$ cat config.mk
export PLATFORM = sky130hd
export DESIGN_NAME = rtsic_top
export DESIGN_NICKNAME = d
export VERILOG_FILES = /design/src/hw/rtsic_pkg.sv /design/src/hw/rtsic_buf.sv /design/src/hw/rtsic_rate.sv /design/src/hw/rtsic_top.sv
export SDC_FILE = /design/constraint.sdc
export NUM_CORES = 1
export LEC_CHECK = 0
export ABC_AREA = 1
export BUFFER_PORTS_ARGS = -buffer_cell sky130_fd_sc_hd__buf_4
export CAP_MARGIN = 40
export CORE_ASPECT_RATIO = 1.75
export CORE_MARGIN = 8
export CORE_UTILIZATION = 30
export DETAILED_ROUTE_END_ITERATION = 7
export SETUP_SLACK_MARGIN = 0.1
export SYNTH_ARGS = -nofsm -noshare
export SYNTH_HDL_FRONTEND = slang
export SYNTH_SLANG_ARGS = --single-unit
$ cat constraint.sdc
create_clock -name i_sys_clk -period 4.4 [get_ports i_sys_clk]
set_input_delay 0.22 -clock i_sys_clk [delete_from_list [all_inputs] [get_ports i_sys_clk]]
set_output_delay 0.22 -clock i_sys_clk [all_outputs]
set_load 0.005 [all_outputs]
$ cat src/hw/rtsic_pkg.sv
// Notes on behaviour
// - checksum-clear mode zeroes IPv4 UDP checksum
// - clear mode: bad UDP checksum corrupts FCS
// - fixup mode keeps checksum, appends 2-byte compensation
// - fixup mode: bad checksum stays bad after modification
// - seconds insert on writes seconds plus nanoseconds
// - seconds control ignored when insertion off
// - seconds length code selects one to four bytes
// - length ignored unless insertion and seconds on
// - nanoseconds offset from end or start
// - seconds offset after nanoseconds or from start
// - low sixteen duration bits in read-write register
// - temporary rate starts on low rate write
// - duration kept across activations
// - duration counted in clock cycles
// - insertion on suppresses timestamp readout
// - layer 2 append mode when insertion on
// - high ten bits extend duration count
package rtsic_pkg;
  // register addresses
  localparam logic [4:0]  ADDR_RX_INSERT_CONFIG = 5'h1d;
  localparam logic [4:0]  ADDR_TEMP_RATE_DUR_LO = 5'h1e;
  // rx_insert_config fields
  localparam int          FIX_BIT               = 15;
  localparam int          SEC_EN_BIT            = 14;
  localparam int          SEC_LEN_LSB           = 12;
  localparam int          NS_OFF_LSB            = 6;
  localparam int          SEC_OFF_LSB           = 0;
  // reset values
  localparam logic [15:0] RX_INSERT_CONFIG_RST  = 16'h0000;
  localparam logic [15:0] TEMP_RATE_DUR_LO_RST  = 16'h0000;
  localparam logic [9:0]  TEMP_RATE_DUR_HI_RST  = 10'h000;
  // stream buffer depth
  localparam int          BUF_DEPTH             = 2;
endpackage : rtsic_pkg

$ cat src/hw/rtsic_buf.sv
`timescale 1ns/1ps
`default_nettype none
// two-entry byte buffer; stalls upstream when full
module rtsic_buf (
  // clock and reset
  input  wire logic       i_sys_clk,
  input  wire logic       i_sys_rst,
  // fill side
  input  wire logic [9:0] i_data,
  input  wire logic       i_valid,
  output logic            o_ready,
  // drain side
  output logic [9:0]      o_data,
  output logic            o_valid,
  input  wire logic       i_ready
);
  typedef struct packed {
    logic [1:0][9:0] mem;
    logic            wp;
    logic            rp;
    logic [1:0]      cnt;
  } rtsic_buf_st_t;

  rtsic_buf_st_t s_q;
  rtsic_buf_st_t s_d;
  logic          push;
  logic          pop;

  // handshakes from occupancy
  assign o_ready = (s_q.cnt != 2'(rtsic_pkg::BUF_DEPTH));
  assign o_valid = (s_q.cnt != 2'd0);
  assign o_data  = s_q.mem[s_q.rp];
  assign push    = i_valid && o_ready;
  assign pop     = o_valid && i_ready;

  // next state
  always_comb begin
    s_d = s_q;
    if (push) begin
      s_d.mem[s_q.wp] = i_data;
      s_d.wp          = ~s_q.wp;
    end
    if (pop) begin
      s_d.rp = ~s_q.rp;
    end
    s_d.cnt = s_q.cnt + {1'b0, push} - {1'b0, pop};
  end

  // state register
  always_ff @(posedge i_sys_clk) begin
    if (i_sys_rst) begin
      s_q <= '0;
    end else begin
      s_q <= s_d;
    end
  end
endmodule : rtsic_buf
`default_nettype wire

$ cat src/hw/rtsic_rate.sv
`timescale 1ns/1ps
`default_nettype none
// temporary rate duration counter
module rtsic_rate (
  // clock and reset
  input  wire logic        i_sys_clk,
  input  wire logic        i_sys_rst,
  // control
  input  wire logic [25:0] i_duration,
  input  wire logic        i_rate_low_word_wr,
  // status
  output logic             o_temp_rate_active
);
  typedef struct packed {
    logic        active;
    logic [25:0] cnt;
  } rtsic_rate_st_t;

  rtsic_rate_st_t s_q;
  rtsic_rate_st_t s_d;

  // load on rate write, count clock cycles, then fall back
  always_comb begin
    s_d = s_q;
    if (i_rate_low_word_wr) begin
      s_d.active = (i_duration != 26'd0);
      s_d.cnt    = i_duration;
    end else if (s_q.active) begin
      s_d.cnt = s_q.cnt - 26'd1;
      if (s_q.cnt == 26'd1) begin
        s_d.active = 1'b0;
      end
    end
  end

  assign o_temp_rate_active = s_q.active;

  // state register
  always_ff @(posedge i_sys_clk) begin
    if (i_sys_rst) begin
      s_q <= '0;
    end else begin
      s_q <= s_d;
    end
  end
endmodule : rtsic_rate
`default_nettype wire

$ cat src/hw/rtsic_top.sv
`timescale 1ns/1ps
`default_nettype none
// receive timestamp insertion: register pair plus byte stream editor
module rtsic_top (
  // clock and reset
  input  wire logic        i_sys_clk,
  input  wire logic        i_sys_rst,
  // register port
  input  wire logic [4:0]  i_reg_addr,
  input  wire logic        i_reg_wr,
  input  wire logic [15:0] i_reg_wdata,
  output logic [15:0]      o_reg_rdata,
  // neighbour control bits
  input  wire logic        i_rx_stamp_insert_en,
  input  wire logic        i_rx_stamp_append_l2,
  input  wire logic [9:0]  i_temp_rate_duration_high,
  input  wire logic        i_rate_low_word_wr,
  output logic             o_temp_rate_active,
  output logic             o_stamp_readout_en,
  // frame context from parser
  input  wire logic        i_is_ipv4_udp,
  input  wire logic        i_is_l2,
  input  wire logic        i_udp_csum_bad,
  input  wire logic [31:0] i_stamp_sec,
  input  wire logic [31:0] i_stamp_ns,
  input  wire logic [15:0] i_csum_comp,
  // incoming bytes
  input  wire logic [7:0]  i_rx_data,
  input  wire logic        i_rx_sof,
  input  wire logic        i_rx_eom,
  input  wire logic        i_rx_csum_hi,
  input  wire logic        i_rx_csum_lo,
  input  wire logic        i_rx_fcs,
  input  wire logic        i_rx_valid,
  output logic             o_rx_ready,
  // outgoing bytes
  output logic [7:0]       o_tx_data,
  output logic             o_tx_sof,
  output logic             o_tx_last,
  output logic             o_tx_valid,
  input  wire logic        i_tx_ready
);
  typedef enum {
    RTSIC_PASS,
    RTSIC_APP
  } rtsic_mode_t;

  typedef struct packed {
    logic [15:0] cfg;
    logic [15:0] dur_lo;
    logic [15:0] rdata;
    logic [5:0]  pos;
    logic [5:0]  app_cnt;
    logic [5:0]  app_len;
    logic        in_frame;
    logic        appending;
    logic [7:0]  out_data;
    logic        out_sof;
    logic        out_last;
    logic        out_valid;
  } rtsic_st_t;

  rtsic_st_t   s_q;
  rtsic_st_t   s_d;
  rtsic_mode_t mode;
  logic        fixup;
  logic        sec_on;
  logic [2:0]  sec_bytes;
  logic [5:0]  ns_off;
  logic [5:0]  sec_off;
  logic [5:0]  ns_pos;
  logic [5:0]  sec_pos;
  logic [5:0]  rel;
  logic [7:0]  byte_val;
  logic        stage_rdy;
  logic        take;
  logic        buf_ready;
  logic [9:0]  buf_out;
  logic [5:0]  cur_pos;
  logic        comp_on;

  // decoded configuration
  assign fixup     = s_q.cfg[rtsic_pkg::FIX_BIT];
  // compensation word only for ipv4 udp frames in fixup mode
  assign comp_on   = i_rx_stamp_insert_en && i_is_ipv4_udp && fixup;
  assign sec_on    = i_rx_stamp_insert_en && s_q.cfg[rtsic_pkg::SEC_EN_BIT];
  assign sec_bytes = sec_on ?
                     (3'(s_q.cfg[rtsic_pkg::SEC_LEN_LSB +: 2]) + 3'd1) : 3'd0;
  assign ns_off    = s_q.cfg[rtsic_pkg::NS_OFF_LSB +: 6];
  assign sec_off   = s_q.cfg[rtsic_pkg::SEC_OFF_LSB +: 6];
  assign mode      = (i_rx_stamp_insert_en && i_is_l2 && i_rx_stamp_append_l2) ?
                     RTSIC_APP : RTSIC_PASS;
  assign o_stamp_readout_en = !i_rx_stamp_insert_en;

  // field positions: append counts from message end, otherwise from start
  assign ns_pos  = ns_off;
  assign sec_pos = (mode == RTSIC_APP) ? 6'(ns_off + 6'd4 + sec_off) : sec_off;

  // staging register may load when empty or when buffer accepts it
  assign stage_rdy  = !s_q.out_valid || buf_ready;
  assign take       = i_rx_valid && stage_rdy && !s_q.appending;
  assign o_rx_ready = stage_rdy && !s_q.appending;

  // position of the byte on the input; the start byte is always position zero
  assign cur_pos = i_rx_sof ? 6'd0 : s_q.pos;

  // byte selector for an in-stream position
  always_comb begin
    byte_val = i_rx_data;
    rel      = cur_pos;
    if (i_rx_stamp_insert_en && mode == RTSIC_PASS) begin
      if (cur_pos >= ns_pos && cur_pos < 6'(ns_pos + 6'd4)) begin
        rel      = 6'(cur_pos - ns_pos);
        byte_val = i_stamp_ns[8'(6'd3 - rel) * 8 +: 8];
      end else if (cur_pos >= sec_pos && cur_pos < 6'(sec_pos + 6'(sec_bytes))) begin
        rel      = 6'(cur_pos - sec_pos);
        byte_val = i_stamp_sec[8'(6'(sec_bytes) - 6'd1 - rel) * 8 +: 8];
      end
    end
    if (i_rx_stamp_insert_en && i_is_ipv4_udp && (i_rx_csum_hi || i_rx_csum_lo)) begin
      if (!fixup) begin
        byte_val = 8'h00;
      end
    end
    if (i_rx_stamp_insert_en && i_rx_fcs && !fixup && i_udp_csum_bad) begin
      byte_val = ~i_rx_data;
    end
  end

  // register access, stream editing and append sequencing
  always_comb begin
    s_d = s_q;
    if (i_reg_wr && i_reg_addr == rtsic_pkg::ADDR_RX_INSERT_CONFIG) begin
      s_d.cfg = i_reg_wdata;
    end
    if (i_reg_wr && i_reg_addr == rtsic_pkg::ADDR_TEMP_RATE_DUR_LO) begin
      s_d.dur_lo = i_reg_wdata;
    end
    case (i_reg_addr)
      rtsic_pkg::ADDR_RX_INSERT_CONFIG: s_d.rdata = s_q.cfg;
      rtsic_pkg::ADDR_TEMP_RATE_DUR_LO: s_d.rdata = s_q.dur_lo;
      default:                          s_d.rdata = 16'h0000;
    endcase
    if (s_q.out_valid && buf_ready) begin
      s_d.out_valid = 1'b0;
    end
    if (take) begin
      s_d.out_data  = byte_val;
      s_d.out_sof   = i_rx_sof;
      s_d.out_valid = 1'b1;
      s_d.out_last  = 1'b0;
      s_d.pos       = i_rx_sof ? 6'd1 : ((s_q.pos == 6'h3f) ? s_q.pos : 6'(s_q.pos + 6'd1));
      if (i_rx_sof) begin
        s_d.pos = 6'd1;
      end
      s_d.in_frame = 1'b1;
      if (i_rx_eom) begin
        s_d.app_len = 6'd0;
        if (mode == RTSIC_APP) begin
          s_d.app_len = 6'(ns_off + 6'd4 + sec_off + 6'(sec_bytes));
        end
        if (comp_on) begin
          s_d.app_len = 6'(s_d.app_len + 6'd2);
        end
        s_d.app_cnt   = 6'd0;
        s_d.appending = (s_d.app_len != 6'd0);
        s_d.out_last  = (s_d.app_len == 6'd0);
      end
    end else if (s_q.appending && stage_rdy) begin
      s_d.out_valid = 1'b1;
      s_d.out_sof   = 1'b0;
      s_d.out_data  = 8'h00;
      if (mode == RTSIC_APP && s_q.app_cnt >= ns_off && s_q.app_cnt < 6'(ns_off + 6'd4)) begin
        s_d.out_data = i_stamp_ns[8'(6'd3 - 6'(s_q.app_cnt - ns_off)) * 8 +: 8];
      end else if (mode == RTSIC_APP && s_q.app_cnt >= sec_pos &&
                   s_q.app_cnt < 6'(sec_pos + 6'(sec_bytes))) begin
        s_d.out_data = i_stamp_sec[8'(6'(sec_bytes) - 6'd1 - 6'(s_q.app_cnt - sec_pos)) * 8 +: 8];
      end else if (comp_on && s_q.app_cnt == 6'(s_q.app_len - 6'd2)) begin
        // compensation high byte; flipped so a bad sum stays bad
        s_d.out_data = (i_csum_comp[15:8]) ^ {8{i_udp_csum_bad}};
      end else if (comp_on && s_q.app_cnt == 6'(s_q.app_len - 6'd1)) begin
        s_d.out_data = i_csum_comp[7:0];
      end
      s_d.app_cnt = 6'(s_q.app_cnt + 6'd1);
      if (s_q.app_cnt == 6'(s_q.app_len - 6'd1)) begin
        s_d.appending = 1'b0;
        s_d.out_last  = 1'b1;
      end
    end
  end

  // state register
  always_ff @(posedge i_sys_clk) begin
    if (i_sys_rst) begin
      s_q     <= '0;
      s_q.cfg <= rtsic_pkg::RX_INSERT_CONFIG_RST;
    end else begin
      s_q <= s_d;
    end
  end

  assign o_reg_rdata = s_q.rdata;

  // output buffer absorbs receiver stalls
  rtsic_buf u_buf (
    .i_sys_clk (i_sys_clk),
    .i_sys_rst (i_sys_rst),
    .i_data    ({s_q.out_sof, s_q.out_last, s_q.out_data}),
    .i_valid   (s_q.out_valid),
    .o_ready   (buf_ready),
    .o_data    (buf_out),
    .o_valid   (o_tx_valid),
    .i_ready   (i_tx_ready)
  );
  assign o_tx_sof  = buf_out[9];
  assign o_tx_last = buf_out[8];
  assign o_tx_data = buf_out[7:0];

  // duration counter with high bits from companion register
  rtsic_rate u_rate (
    .i_sys_clk          (i_sys_clk),
    .i_sys_rst          (i_sys_rst),
    .i_duration         ({i_temp_rate_duration_high, s_q.dur_lo}),
    .i_rate_low_word_wr (i_rate_low_word_wr),
    .o_temp_rate_active (o_temp_rate_active)
  );
endmodule : rtsic_top
`default_nettype wire

==> impl_metrics.tcl <==
set metrics [dict create \
    outcome "finished, final reports clean" \
    grt_pass1_wl_um 55400 \
    cp-start-kind "register" \
    die_x_um 157 \
    synth_top_cell_by_area "dfxtp_1" \
    syn_inst 1656 \
    rsz0062_at_grt "no" \
    final_nets 2005 \
    netlist_area_um2 10400 \
    syn_to_final_growth_pct 22.0 \
    wl_per_cell_um 15.6 \
    synth-warning-count 0 \
    path_max_fanout 4 \
    synth-seq-cells 129 \
    layout_commonest_cell "nand2_1" \
    port_buffers 164 \
    fillCellCount 3743 \
    post-place-ws_ns 0.298 \
    p_leak_nw 6.01 \
    globalplace.congestion 0.982 \
    hold_slack_ns 0.0298 \
    clock_skew_ns 0.0124 \
    grt_pass1_vias 10909 \
    fin_ws_ns 0.337 \
    htree_levels 4 \
    required_ns 4.78 \
    totalWireLength_um 35300 \
    grt_usage 0.172 \
    grt_remaining_overflow 0 \
    drc 0 \
    clockBufferDepth 2 \
    place_inst 2225 \
    min_path_type "input port to register" \
    dr.first_iter.drc_count 561 \
    num_rows 90 \
    worst_slew_pin_slew_ns 0.857 \
    grt_max_degree 70 \
    post-route-min-period_ns 4.06 \
    clock-sinks 129 \
    final_hold_viol_count 0 \
    ys_seq_area_frac 0.249 \
    powerDensity_nw_per_um2 301 \
    dieHeight_um 262 \
    postCtsHoldBufs 0 \
    layout_common_cells "426 x nand2_1, 217 x inv_1, 186 x buf_4" \
    finalCritPeriodShare 0.923 \
    relSlewSlack 0.427 \
    numCtsBuffers 17 \
    start_util 0.303 \
    crit_type "register to register" \
    setup_viol 0 \
    synth_area_leaders "dfxtp_1 25%, nand2_1 15%, ha_1 8.4%, a21oi_1 8.2%, inv_1 8.0%" \
    final_layout_size_suffix_gt1_frac 0.143 \
    ir_worst_vdd_v 0.000248 \
    cap_viol_max_count 0 \
    antenna_cells 0 \
    insertion_delay_ns 0.43 \
    cts_tree "yes" \
    drt_pass1_iterations 5 \
    drv_slew 0 \
    yosysUniqueCellTypes 50 \
    viasPerCell 4.89 \
    synth_nets 1870 \
    netlist.area_leader.share 0.249 \
    coreArea_um2 34200 \
    timing.fmax_mhz 246 \
    tns_ns 0 \
    dieArea_um2 41000 \
    final_cells 2264 \
    ios 165 \
    num_vias 11068 \
    end_kind "register" \
    path_clk_slew_ns 0.06 \
    root_buffer "clkbuf_16" \
    post-dp-hpwl_um 28700 \
    critical_path_arrival_ns 4.44 \
    final_antenna_net_count 0 \
    antenna_found_initial 0 \
    synth.avg_cell_area_um2 6.26 \
]
## state kept, by name, indices dropped and copies added (netlist names)
| signal | cells |
|---|---|
| o_reg_rdata | 16 |
| u_rate.s_q | 26 |
| u_rate.o_temp_rate_active | 1 |
| ns_off | 6 |
| u_buf.s_q | 24 |
| s_q | 55 |
| fixup | 1 |
## layout make-up
cell class | count | area, µm² | share of cell area
multi-input cells | 1231 | 6590 | 0.521
flip-flops and latches | 129 | 2580 | 0.204
repair buffers | 188 | 1420 | 0.112
inverters | 224 | 853 | 0.0675
well taps | 460 | 576 | 0.0455
clock buffers | 22 | 474 | 0.0375
clock inverters | 10 | 156 | 0.0124
## final timing paths
| kind | depth (start not counted) | endpoint | startpoint | slack [ns] |
|---|---|---|---|---|
| worst max-delay path | 23 | s_q[8]$_SDFFE_PP0P_ | s_q[63]$_SDFFE_PP0P_ | 0.34 |
| worst min-delay path | 3 | s_q[0]$_SDFFE_PP0P_ | i_rx_valid | 0.03 |
| worst max register to register | 23 | s_q[8]$_SDFFE_PP0P_ | s_q[63]$_SDFFE_PP0P_ | 0.34 |
| worst min register to register | 2 | u_buf.s_q[7]$_SDFFE_PP0P_ | u_buf.s_q[7]$_SDFFE_PP0P_ | 0.45 |
## cell usage after synthesis, drive strengths merged
master / count
xor2: 26
o221ai: 1
nor4: 4
a21oi: 170
dfxtp: 129
o31ai: 2
nor3b: 1
a22oi: 3
o21ai: 132
o2111ai: 1
nand2: 430
a21boi: 2
xnor2: 20
o211ai: 15
nand4: 14
o22ai: 7
buf: 22
or2: 7
nand3b: 3
a31oi: 23
inv: 222
and3: 1
o21a: 4
clkbuf: 50
ha: 70
clkinv: 2
nand3: 93
a21o: 4
a211oi: 12
nor3: 19
o41ai: 1
fa: 9
nor2: 157
## power breakdown
group	switching (mW)	internal [mW]	leakage, nW
Combinational	0.595	0.379	4.65
Sequential	0.0673	1.24	1.05
Clock	0.538	0.990	0.310
Total	1.20	2.61	6.01
## through the flow
step	instance area [µm²]	total power, mW	util
after floorplan	10400	1.93	-
after global placement	11900	2.27	0.348
after detailed placement	11900	2.29	0.349
after CTS	12600	3.82	0.367
after global routing	12600	4.01	0.369
final	12600	3.81	0.369
## worst max-delay path, cell delays in order, from the launching register on
cell and delay [ns]:
dfxtp_1 0.37, ha_2 0.22, fa_1 0.46, inv_2 0.09, o21ai_1 0.10, buf_4 0.18, fa_1 0.57, inv_1 0.06
fa_2 0.57, clkinvlp_4 0.12, buf_4 0.15, a21oi_1 0.13, o21ai_0 0.12, a21oi_1 0.22, nand3_1 0.10, nand2_1 0.07
nand2_1 0.05, nand2_1 0.06, nand2_1 0.05, nand2_1 0.08, nand2_1 0.05, nand3_1 0.09, nand2_1 0.05, inv_1 0.06
## metal layers
metal / global-route usage / vias to the layer above / routed length (µm)
met2: 0.322 / 306 / 18500
met4: 0.115 / 0 / 2160
met1: 0.167 / 5014 / 13100
li1: - / 5651 / -
met3: 0.0313 / 97 / 1570
met5: 0 / - / 0
## kinds of logic after synthesis
| logic type | synth area share |
|---|---|
| simple gates | 0.294 |
| flops | 0.249 |
| xor+xnor | 0.0403 |
| compound gates | 0.197 |
| buf+inv | 0.118 |
| fa+ha+maj | 0.102 |
## what timing repair did
action                     in CTS  in global routing
setup endpoints to repair       0                  8
resized for setup               0                 11
buffers inserted                0                  7
No activity file was read; power rests on OpenSTA's default activity.
